$ cat config.mk
export PLATFORM = sky130hd
export DESIGN_NAME = lcg_top
export DESIGN_NICKNAME = d
export VERILOG_FILES = /design/src/hdl/lcg_pkg.sv /design/src/hdl/lcg_top.sv /design/src/hdl/lcg_src1_mux.sv
export SDC_FILE = /design/constraint.sdc
export NUM_CORES = 1
export LEC_CHECK = 0
export BUFFER_PORTS_ARGS = -buffer_cell sky130_fd_sc_hd__buf_4
export CAP_MARGIN = 0
export CORE_UTILIZATION = 46
export CTS_CLUSTER_DIAMETER = 150
export DETAILED_ROUTE_END_ITERATION = 6
export PLACE_DENSITY = 0.85
export SYNTH_ARGS = -nofsm -noshare
export SYNTH_HDL_FRONTEND = slang
export SYNTH_SLANG_ARGS = --single-unit
$ cat constraint.sdc
create_clock -name clk_i -period 1.6 [get_ports clk_i]
set_input_delay 0.08 -clock clk_i [delete_from_list [all_inputs] [get_ports clk_i]]
set_output_delay 0.08 -clock clk_i [all_outputs]
set_load 0.03 [all_outputs]
$ cat src/hdl/lcg_pkg.sv
`default_nettype none
// ==========================================================================
// Register map and field layout
package lcg_pkg;
  // Register byte addresses (one aligned word each)
  localparam logic [3:0] LCG_ADDR_SEL = 4'h0;
  localparam logic [3:0] LCG_ADDR_GSL = 4'h4;
  localparam logic [3:0] LCG_ADDR_GSH = 4'h8;
  localparam logic [3:0] LCG_ADDR_POL = 4'hc;
  localparam int LCG_ADDR_W = 4;
  // Reset values
  localparam logic [15:0] LCG_SEL_RST = 16'h0000;
  localparam logic [15:0] LCG_GSL_RST = 16'h0000;
  localparam logic [15:0] LCG_GSH_RST = 16'h0000;
  localparam logic [3:0] LCG_POL_RST = 4'h0;
  // Field layout
  localparam int LCG_NSRC = 4;
  localparam int LCG_NGATE = 4;
  localparam int LCG_SEL_FW = 4;
  localparam int LCG_GATE_FW = 8;
  localparam logic [15:0] LCG_SEL_MASK = 16'h7777;
  // Source select 1 codes
  localparam logic [2:0] LCG_S1_PIN_A = 3'h0;
  localparam logic [2:0] LCG_S1_INSTR_CLK = 3'h1;
  localparam logic [2:0] LCG_S1_CELL3 = 3'h2;
  localparam logic [2:0] LCG_S1_RC_CLK = 3'h3;
  localparam logic [2:0] LCG_S1_REF_CLK = 3'h4;
  localparam logic [2:0] LCG_S1_RSVD = 3'h5;
  localparam logic [2:0] LCG_S1_TC2_AUX = 3'h6;
  localparam logic [2:0] LCG_S1_TC4_AUX = 3'h7;
endpackage : lcg_pkg
`default_nettype wire

$ cat src/hdl/lcg_top.sv
// Function
// - Codes 0..7: pin A, instr clk, cell 3, RC clk, ref clk, reserved, TC2 aux, TC4 aux.
// - A set true-enable bit passes that source uninverted into its gate.
// - A set negated-enable bit passes that source inverted into its gate.
// - Gate 2 enables sit in low register bits 15..8, source 4 true down to source 1 negated.
// - Gate 1 enables sit in low register bits 7..0 in the same pair order.
// - Gate 4 enables sit in high register bits 15..8 in the same pair order.
// - Gate 3 enables sit in high register bits 7..0 in the same pair order.
// - Every source multiplexer offers both a true and a complemented output.
// - Each gate ORs its enabled inputs, giving the polarity level when none is enabled.
// - A set gate polarity bit inverts that gate's ORed result.
//
// Design decisions made here: the register addresses and register access over Wishbone.
`timescale 1ns/10ps
`default_nettype none
module lcg_top (
  input wire logic clk_i,                          // System clock, 25 MHz
  input wire logic rst_i,                          // Synchronous reset, high
  input wire logic wb_cyc_i,                       // Wishbone cycle
  input wire logic wb_stb_i,                       // Wishbone strobe
  input wire logic wb_we_i,                        // Write enable
  input wire logic [lcg_pkg::LCG_ADDR_W-1:0] wb_adr_i, // Byte address
  input wire logic [3:0] wb_sel_i,                 // Byte lanes
  input wire logic [31:0] wb_dat_i,                // Write data
  output logic [31:0] wb_dat_o,                    // Read data
  output logic wb_ack_o,                           // Acknowledge
  input wire logic [7:0] src1_cand_i,              // Source 1 candidates, on-chip
  input wire logic [2:0] src_other_i,              // Sources 2..4, on-chip
  output logic [3:0] source1_select_o,             // Source 1 code (sel_o bit)
  output logic [3:0] gate_o                        // Gate outputs to logic core
);
  import lcg_pkg::*;

  // ========================================================================
  // Register file
  logic [15:0] input_source_select, next_input_source_select;
  logic [15:0] gate_select_low, next_gate_select_low;
  logic [15:0] gate_select_high, next_gate_select_high;
  logic [3:0] gate_polarity, next_gate_polarity;
  logic ack, next_ack;
  logic [31:0] rd_data, next_rd_data;
  logic req, wr;

  // Single-cycle classic answer; ack drops after one cycle
  assign req = wb_cyc_i && wb_stb_i && !ack;
  assign wr = req && wb_we_i;

  function automatic logic [15:0] merge16(input logic [15:0] old, input logic [31:0] d,
                                          input logic [3:0] sel);
    merge16 = old;
    if (sel[0]) merge16[7:0] = d[7:0];
    if (sel[1]) merge16[15:8] = d[15:8];
  endfunction

  // Next register values and read mux
  always_comb begin
    next_input_source_select = input_source_select;
    next_gate_select_low = gate_select_low;
    next_gate_select_high = gate_select_high;
    next_gate_polarity = gate_polarity;
    next_ack = req;
    next_rd_data = 32'h0000_0000;
    if (wr) begin
      unique case (wb_adr_i)
        LCG_ADDR_SEL: next_input_source_select =
          merge16(input_source_select, wb_dat_i, wb_sel_i) & LCG_SEL_MASK;
        LCG_ADDR_GSL: next_gate_select_low = merge16(gate_select_low, wb_dat_i, wb_sel_i);
        LCG_ADDR_GSH: next_gate_select_high = merge16(gate_select_high, wb_dat_i, wb_sel_i);
        LCG_ADDR_POL: begin
          if (wb_sel_i[0]) next_gate_polarity = wb_dat_i[3:0];
        end
        default: ;  // Unmapped writes are acked and dropped
      endcase
    end
    if (req && !wb_we_i) begin
      unique case (wb_adr_i)
        LCG_ADDR_SEL: next_rd_data = {16'h0000, input_source_select};
        LCG_ADDR_GSL: next_rd_data = {16'h0000, gate_select_low};
        LCG_ADDR_GSH: next_rd_data = {16'h0000, gate_select_high};
        // Polarity plus live gate state
        LCG_ADDR_POL: next_rd_data = {20'h00000, gate_o, 4'h0, gate_polarity};
        default: next_rd_data = 32'h0000_0000;
      endcase
    end
  end

  always_ff @(posedge clk_i) begin
    if (rst_i) begin
      input_source_select <= LCG_SEL_RST;
      gate_select_low <= LCG_GSL_RST;
      gate_select_high <= LCG_GSH_RST;
      gate_polarity <= LCG_POL_RST;
      ack <= 1'b0;
      rd_data <= 32'h0000_0000;
    end else begin
      input_source_select <= next_input_source_select;
      gate_select_low <= next_gate_select_low;
      gate_select_high <= next_gate_select_high;
      gate_polarity <= next_gate_polarity;
      ack <= next_ack;
      rd_data <= next_rd_data;
    end
  end

  assign wb_ack_o = ack;
  assign wb_dat_o = rd_data;
  assign source1_select_o = input_source_select[LCG_SEL_FW-1:0];

  // ========================================================================
  // Data sources: true and negated rails
  logic [3:0] src_true, src_neg;

  lcg_src1_mux u_src1 (
    .sel_i(input_source_select[2:0]),
    .src_i(src1_cand_i),
    .true_o(src_true[0]),
    .neg_o(src_neg[0])
  );
  // Sources 2..4 are chosen upstream; only their rails are formed here
  assign src_true[3:1] = src_other_i;
  assign src_neg[3:1] = ~src_other_i;

  // ========================================================================
  // Input gates; field k of {high, low} belongs to gate k+1
  logic [31:0] gate_fields;
  assign gate_fields = {gate_select_high, gate_select_low};

  genvar g, s;
  generate
    for (g = 0; g < LCG_NGATE; g++) begin : g_gate
      logic [LCG_NSRC-1:0] hit;
      for (s = 0; s < LCG_NSRC; s++) begin : g_src
        // Pair for source s+1: true at odd bit, negated at even bit
        assign hit[s] = (gate_fields[g*LCG_GATE_FW + 2*s + 1] & src_true[s])
                      | (gate_fields[g*LCG_GATE_FW + 2*s] & src_neg[s]);
      end
      // Pure logic path so edits show without clock delay
      assign gate_o[g] = (|hit) ^ gate_polarity[g];
    end
  endgenerate

  // ========================================================================
  // Checks
  property p_ack_one;
    @(posedge clk_i) disable iff (rst_i) wb_ack_o |=> !wb_ack_o;
  endproperty
  a_ack_one: assert property (p_ack_one) else $error("ack held two cycles");

  property p_ack_follows;
    @(posedge clk_i) disable iff (rst_i) (wb_cyc_i && wb_stb_i && !wb_ack_o) |=> wb_ack_o;
  endproperty
  a_ack_follows: assert property (p_ack_follows) else $error("no ack after request");

  property p_none_pol;
    @(posedge clk_i) disable iff (rst_i)
      (gate_select_low[7:0] == 8'h00) |-> (gate_o[0] == gate_polarity[0]);
  endproperty
  a_none_pol: assert property (p_none_pol) else $error("empty gate 1 wrong");

  property p_g1_src1_true;
    @(posedge clk_i) disable iff (rst_i)
      (gate_select_low[7:0] == 8'h02 && !gate_polarity[0]) |-> (gate_o[0] == src_true[0]);
  endproperty
  a_g1_src1_true: assert property (p_g1_src1_true) else $error("gate 1 true path");

  property p_g2_src4_neg;
    @(posedge clk_i) disable iff (rst_i)
      (gate_select_low[15:8] == 8'h40 && !gate_polarity[1]) |-> (gate_o[1] == ~src_other_i[2]);
  endproperty
  a_g2_src4_neg: assert property (p_g2_src4_neg) else $error("gate 2 neg path");

  property p_g3_pol;
    @(posedge clk_i) disable iff (rst_i)
      (gate_select_high[7:0] == 8'h20 && gate_polarity[2]) |-> (gate_o[2] == ~src_other_i[1]);
  endproperty
  a_g3_pol: assert property (p_g3_pol) else $error("gate 3 polarity");

  property p_g4_both;
    @(posedge clk_i) disable iff (rst_i)
      (gate_select_high[15:8] == 8'h0c && !gate_polarity[3]) |-> gate_o[3];
  endproperty
  a_g4_both: assert property (p_g4_both) else $error("gate 4 true or neg");

  property p_rsvd;
    @(posedge clk_i) disable iff (rst_i)
      (input_source_select[2:0] == LCG_S1_RSVD) |-> !src_true[0];
  endproperty
  a_rsvd: assert property (p_rsvd) else $error("reserved source not low");

  property p_write_lands;
    @(posedge clk_i) disable iff (rst_i)
      (wr && wb_adr_i == LCG_ADDR_GSL && wb_sel_i[1:0] == 2'b11)
        |=> (gate_select_low == $past(wb_dat_i[15:0]));
  endproperty
  a_write_lands: assert property (p_write_lands) else $error("low gate write lost");

  // Every non-reserved code must route its own candidate, not a neighbour
  property p_src1_pick;
    @(posedge clk_i) disable iff (rst_i)
      (input_source_select[2:0] != LCG_S1_RSVD)
        |-> (src_true[0] == src1_cand_i[input_source_select[2:0]]);
  endproperty
  a_src1_pick: assert property (p_src1_pick) else $error("source 1 wrong pick");

  // One enable per field; catches a swapped gate field or pair order
  property p_g2_src1_true;
    @(posedge clk_i) disable iff (rst_i)
      (gate_select_low[15:8] == 8'h02 && !gate_polarity[1]) |-> (gate_o[1] == src_true[0]);
  endproperty
  a_g2_src1_true: assert property (p_g2_src1_true) else $error("gate 2 field");

  property p_g1_src2_true;
    @(posedge clk_i) disable iff (rst_i)
      (gate_select_low[7:0] == 8'h08 && !gate_polarity[0]) |-> (gate_o[0] == src_other_i[0]);
  endproperty
  a_g1_src2_true: assert property (p_g1_src2_true) else $error("gate 1 field");

  property p_g3_src4_true;
    @(posedge clk_i) disable iff (rst_i)
      (gate_select_high[7:0] == 8'h80 && !gate_polarity[2]) |-> (gate_o[2] == src_other_i[2]);
  endproperty
  a_g3_src4_true: assert property (p_g3_src4_true) else $error("gate 3 field");

  property p_g4_src1_neg;
    @(posedge clk_i) disable iff (rst_i)
      (gate_select_high[15:8] == 8'h01 && !gate_polarity[3]) |-> (gate_o[3] == !src_true[0]);
  endproperty
  a_g4_src1_neg: assert property (p_g4_src1_neg) else $error("gate 4 neg rail");

  c_write: cover property (@(posedge clk_i) disable iff (rst_i) wr);
  c_rsvd: cover property (@(posedge clk_i) disable iff (rst_i)
    input_source_select[2:0] == LCG_S1_RSVD);
  c_read: cover property (@(posedge clk_i) disable iff (rst_i) req && !wb_we_i);
  c_gate_hi: cover property (@(posedge clk_i) disable iff (rst_i) gate_o == 4'hf);
endmodule // lcg_top
`default_nettype wire

$ cat src/hdl/lcg_src1_mux.sv
`timescale 1ns/10ps
`default_nettype none
// ==========================================================================
// Data-source multiplexer 1
module lcg_src1_mux (
  input wire logic [2:0] sel_i,        // Source select code
  input wire logic [7:0] src_i,        // Candidate signals, index = code
  output logic true_o,                 // Selected signal
  output logic neg_o                   // Its complement
);
  import lcg_pkg::*;
  // Decode; reserved code yields constant low
  always_comb begin
    unique case (sel_i)
      LCG_S1_PIN_A: true_o = src_i[LCG_S1_PIN_A];
      LCG_S1_INSTR_CLK: true_o = src_i[LCG_S1_INSTR_CLK];
      LCG_S1_CELL3: true_o = src_i[LCG_S1_CELL3];
      LCG_S1_RC_CLK: true_o = src_i[LCG_S1_RC_CLK];
      LCG_S1_REF_CLK: true_o = src_i[LCG_S1_REF_CLK];
      LCG_S1_RSVD: true_o = 1'b0;
      LCG_S1_TC2_AUX: true_o = src_i[LCG_S1_TC2_AUX];
      LCG_S1_TC4_AUX: true_o = src_i[LCG_S1_TC4_AUX];
    endcase
  end
  assign neg_o = ~true_o;
endmodule // lcg_src1_mux
`default_nettype wire

# --- Yosys cells after proc, flatten, opt, wreduce, memory -nomap -nowiden ---
# Cells that the tools add are included.
op_classes:
  n_eq_ne: 10
  mux: 2
  bitwise: 55
  reduce_logical: 20
op_table:
  columns: ["operator", "count"]
  rows:
  - ["$pmux W16 S4", 1]
  - ["$and A1 B1 Y1", 32]
  - ["$reduce_and A3 Y1", 7]
  - ["$or A1 B1 Y1", 16]
  - ["$reduce_or A4 Y1", 4]
  - ["$eq A3 B3 Y1 const B", 4]
  - ["$eq A4 B4 Y1 const B", 2]
  - ["$pmux W1 S8", 1]
  - ["$eq A3 B2 Y1 const B", 2]
  - ["$eq A4 B3 Y1 const B", 1]
  - ["$logic_and A1 B1 Y1", 4]
  - ["$logic_not A4 Y1", 1]
  - ["$xor A1 B1 Y1", 4]
  - ["$eq A3 B1 Y1 const B", 1]
  - ["$logic_not A3 Y1", 1]
  - ["$not A3 Y3", 1]
  - ["$logic_not A1 Y1", 2]
  - ["$not A1 Y1", 2]
  - ["$reduce_or A2 Y1", 1]
totals:
  reg_bits: 81
  out_inout_bits: 41
  wordCells: 96

# --- Depth between registers and ports, before layout ---
logic_depth:
  depth_word: 8
  ltp_mapped: 6
  ltp_nobuf: 5

# --- Hierarchy ---
# Synthesis repeated with hierarchy kept, for this count alone.
hier_totals:
  cells_unflattened: 352
  hier_area_um2: 2920.3
by_module_without_submodules:
  columns: ["mod", "n_inst", "cells_each", "area_each_um2"]
  rows:
  - ["lcg_top", 1, 346, 2856.5]
  - ["lcg_src1_mux", 1, 6, 63.8]

# --- Least setup slack after synthesis ---
# No wires, ideal clock.
synth_path:
  path_type: "reg-to-output"
  startpoint: "reg input_source_select[2]"
  endpoint: "out gate_o[3]"
  t_arrival_ps: 1568
  path_slack_ps: -48
  stages_incl_launch_ff: 7
  path_buffers: 1
  cell_sequence: "dfxtp_1 > buf_6 > nand2b_1 > mux4_2 > mux2i_1 > xnor2_1 > inv_1"
synth_between:
  elab_chain_len: 7
  elab_cells_between_ends: 15
synth_rtl:
  columns: ["element", "line", "source"]
  rows:
  - ["from (decl)", "lcg_top.sv:36", "logic [15:0] input_source_select, next_input_source_select;"]
  - ["from (signal assigned)", "lcg_top.sv:96", "input_source_select <= next_input_source_select;"]
  - ["$eq A3 B3 Y1, or another cell as far along", "lcg_src1_mux.sv:14", "unique case (sel_i)"]
  - ["$pmux W1 S8 (*)", "lcg_src1_mux.sv:14", null]
  - ["$not A1 Y1", "lcg_src1_mux.sv:25", "assign neg_o = ~true_o;"]
  - ["$and A1 B1 Y1", "lcg_top.sv:135", "| (gate_fields[g*LCG_GATE_FW + 2*s] & src_neg[s]);"]
  - ["$or A1 B1 Y1 (*)", "lcg_top.sv:135", null]
  - ["$reduce_or A4 Y1 (*)", "lcg_top.sv:138", "assign gate_o[g] = (|hit) ^ gate_polarity[g];"]
  - ["$xor A1 B1 Y1 (*)", "lcg_top.sv:138", null]
  - ["to (decl)", "lcg_top.sv:30", "output logic [3:0] gate_o"]
# Mark *: on every way between the ends. The rest lies on a longest branch, timed or not.

# --- Worst setup path after layout ---
# Ends and elaborated chain as after synthesis.

==> impl_metrics.toml <==
[routing]
wl_per_cell_um = 15.7
ant_nets = 0
remaining_drc_errors = 0
dr_total_vias = 2949
route.detailed.vias_per_inst = 5.57
detail_route.wirelength_mm = 8.30
drtIter0Drc = 278
detail_route.first_pass.iterations = 4

[timing]
final_hold_viol_count = 0
setup_violations = 8
worst_clk_skew_ns = 0.00725
post-route-period-util = 1.34
finalMaxSlewViolations = 0
finalCriticalPeriod_ns = 2.14
timing.final.ws_setup_ns = -0.542
max_clock_freq_ghz = 0.467
rsz0062_at_grt = "yes"

[layout]
antenna-diode-count = 0
layout_commonest_cell = "sky130_fd_sc_hd__buf_4"
area_taken_by_flip_flops_and_latches_um2 = 1310
syn_to_final_growth_pct = 31.1
drive_gt1_frac = 0.279
layout_common_cells = "sky130_fd_sc_hd__buf_4, sky130_fd_sc_hd__dfxtp_1, sky130_fd_sc_hd__a21oi_1"
layout.nets = 503
area_of_combinational_cells_with_multiple_inputs_um2 = 1540
stdcell_area_um2 = 3970
layout.core_utilization = 0.624
nFillCells = 527

[floorplanning]
die_width_um = 83.1
dieArea_um2 = 6910
coreArea_um2 = 6350
fp-row-count = 29
die_y_um = 83.1
initial_core_util = 0.476
pin_count = 97

[hold_path]
hold_path_class = "in2reg"
min_path_cells = 3

[clock_tree]
cts_tree = "yes"
cts_sinks = 65
clock_insertion_delay_worst_skew_ns = 0.35
cts-root-to-sink-buffers = 2
cts_made_buffers = 9
cts-root-buf = "sky130_fd_sc_hd__clkbuf_8"
cts.htree.levels = 3
cts.clk_slew.worst_paths_ns = 0.07

[power]
p_per_area_nw_per_um2 = 890
worst_case_vdd_ir_drop_mv = 0.640
p_leak_nw = 1.59

[critical_path]
crit_path_cells = "mux2i_1, mux4_2, mux2i_1, xnor2_1, inv_2, buf_6"
timing.critical_path.arrival_ns = 2.06
critical-path-slowest-cell = "sky130_fd_sc_hd__mux4_2"
path_common_cell = "sky130_fd_sc_hd__mux2i_1"
endpoint = "gate_o[3]"
number_of_cell_instances_on_the_worst_register_to_register_path = 6
critPathRequiredTime_ns = 1.52
critical_path.startpoint = "input_source_select[2]"
r2r-end = "wb_dat_o[8]"
crit-reg2reg-launch = "input_source_select[2]"
timing.setup.critical_path_class = "reg2out"
startpoint_type = "flop"
crit_fanout = 5
rrSetupSlack_ns = -0.20
timing.critical_path.to_type = "primary output"
cp_slowest_stage_delay_ns = 0.58

[global_routing]
first_global_vias = 2878
grt_antenna_before_repair = 0
grt_start_max_net_pins = 49
globalRouteOverflowTotal = 0
grt_pass1_wl_mm = 13.3
track_usage = 0.244

[placement]
dp_hpwl_mm = 5.70
portBuffers = 60
detailedPlace.worstSlack_ns = -0.178
detailed_place.area_um2 = 3570
gp_congestion = 0.853

[status]
violations = "negative setup slack"
run_status = "complete, but fails checks"

[synthesis]
synth_seq_cells = 65
synth.yosys.seq_area_share = 0.430
ys_types = 32
yosys_warnings = 0
post-synth-top-area-fraction = 0.430
synth_area_leader_cell = "sky130_fd_sc_hd__dfxtp_1"
syn-instance-count = 364
synth_top_cells_by_area = "sky130_fd_sc_hd__dfxtp_1, sky130_fd_sc_hd__a21oi_1, sky130_fd_sc_hd__nand3_1"
post_synth_instance_area_um2 = 3030
syn-mean-instance-area_um2 = 8.31

[job]
max-cap-violations = 0
layer usage:
layer  wire length (um)  vias up  global-route usage
li1                   -     1405                   -
met1               3440     1377               0.301
met2               4040      146               0.390
met3                630       21              0.0636
met4                185        0               0.129
met5                  0        -                   0
synth_stat cells (all sizes together):
library cell,n
a21oi,54
a22o,1
a22oi,9
and2,1
and3,2
and3b,1
buf,28
clkbuf,14
conb,1
dfxtp,65
inv,4
mux2,12
mux2i,20
mux4,1
nand2,52
nand2b,1
nand3,45
nand3b,1
nand4,1
nor2,26
nor2b,1
nor3,2
nor3b,1
nor4,8
o22a,3
o22ai,4
or3,1
or3b,1
xnor2,4
through the flow:
step / setup TNS, ns / cells / total power, W / hold slack [ns]
floorplan: -0.211 / 380 / 0.00184 / 0.167
global placement: -0.390 / 499 / 0.00193 / 0.275
detailed placement: -1.04 / 499 / 0.00193 / 0.281
CTS: -2.62 / 528 / 0.00353 / 0.00106
global route: -3.18 / 529 / 0.00364 / 0.000430
finish: -2.73 / 529 / 0.00353 / 0.00421
worst max-delay path: cells and delay by family (launching register included):
family | cells | cell delay (ns)
muxes | 3 | 0.87
DFF | 1 | 0.37
xor gates and xnor gates | 1 | 0.26
buffers and inverters | 2 | 0.20
power by group:
part | leakage (nW) | switching (W) | internal [W]
registers | 0.525 | 0.00000251 | 0.00162
logic | 0.948 | 0.000182 | 0.000122
clock network | 0.115 | 0.000647 | 0.000956
total | 1.59 | 0.000831 | 0.00270
flip-flops by register name, indices dropped and copies added, names as in the netlist:
register             count
input_source_select     12
gate_select_low         16
wb_ack_o                 1
gate_select_high        16
gate_polarity            4
wb_dat_o                16
layout make-up:
cell class / instances / area share
Multi-Input combinational cell: 269 / 0.388
Timing Repair Buffer: 98 / 0.196
Inverter: 4 / 0.00379
Tap cell: 77 / 0.0243
Clock buffer: 11 / 0.0382
Clock inverter: 5 / 0.0196
Sequential cell: 65 / 0.329
worst min-delay path by stage:
stage                      startpoint                   to  slack, ns
after floorplan                 rst_i             wb_ack_o       0.17
after global placement          rst_i             wb_ack_o       0.28
after detailed placement        rst_i             wb_ack_o       0.28
after CTS                 wb_dat_i[5]   gate_select_low[5]      0.001
after global routing      wb_dat_i[5]  gate_select_high[5]     0.0004
final                     wb_dat_i[3]  gate_select_high[3]      0.004
repair_timing:
action | 4_1_cts | 5_1_grt
hold endpoints to repair | 16 | 0
hold buffers | 11 | 0
setup endpoints to repair | 8 | 20
resized for setup | 5 | 4
pin swaps | 5 | 4
setup buffers | 2 | 1
cell families (layout without fill, tap and decap cells):
| logic type | Yosys count | in the layout | synth area share |
|---|---|---|---|
| compound gates | 71 | 71 | 0.132 |
| xor+xnor | 4 | 4 | 0.0116 |
| buf+inv | 46 | 118 | 0.0893 |
| flops | 65 | 65 | 0.430 |
| mux | 33 | 33 | 0.118 |
| other cells | 1 | 17 | 0.00124 |
| simple gates | 144 | 144 | 0.218 |
Note: power is estimated with default switching activity, not from simulation.
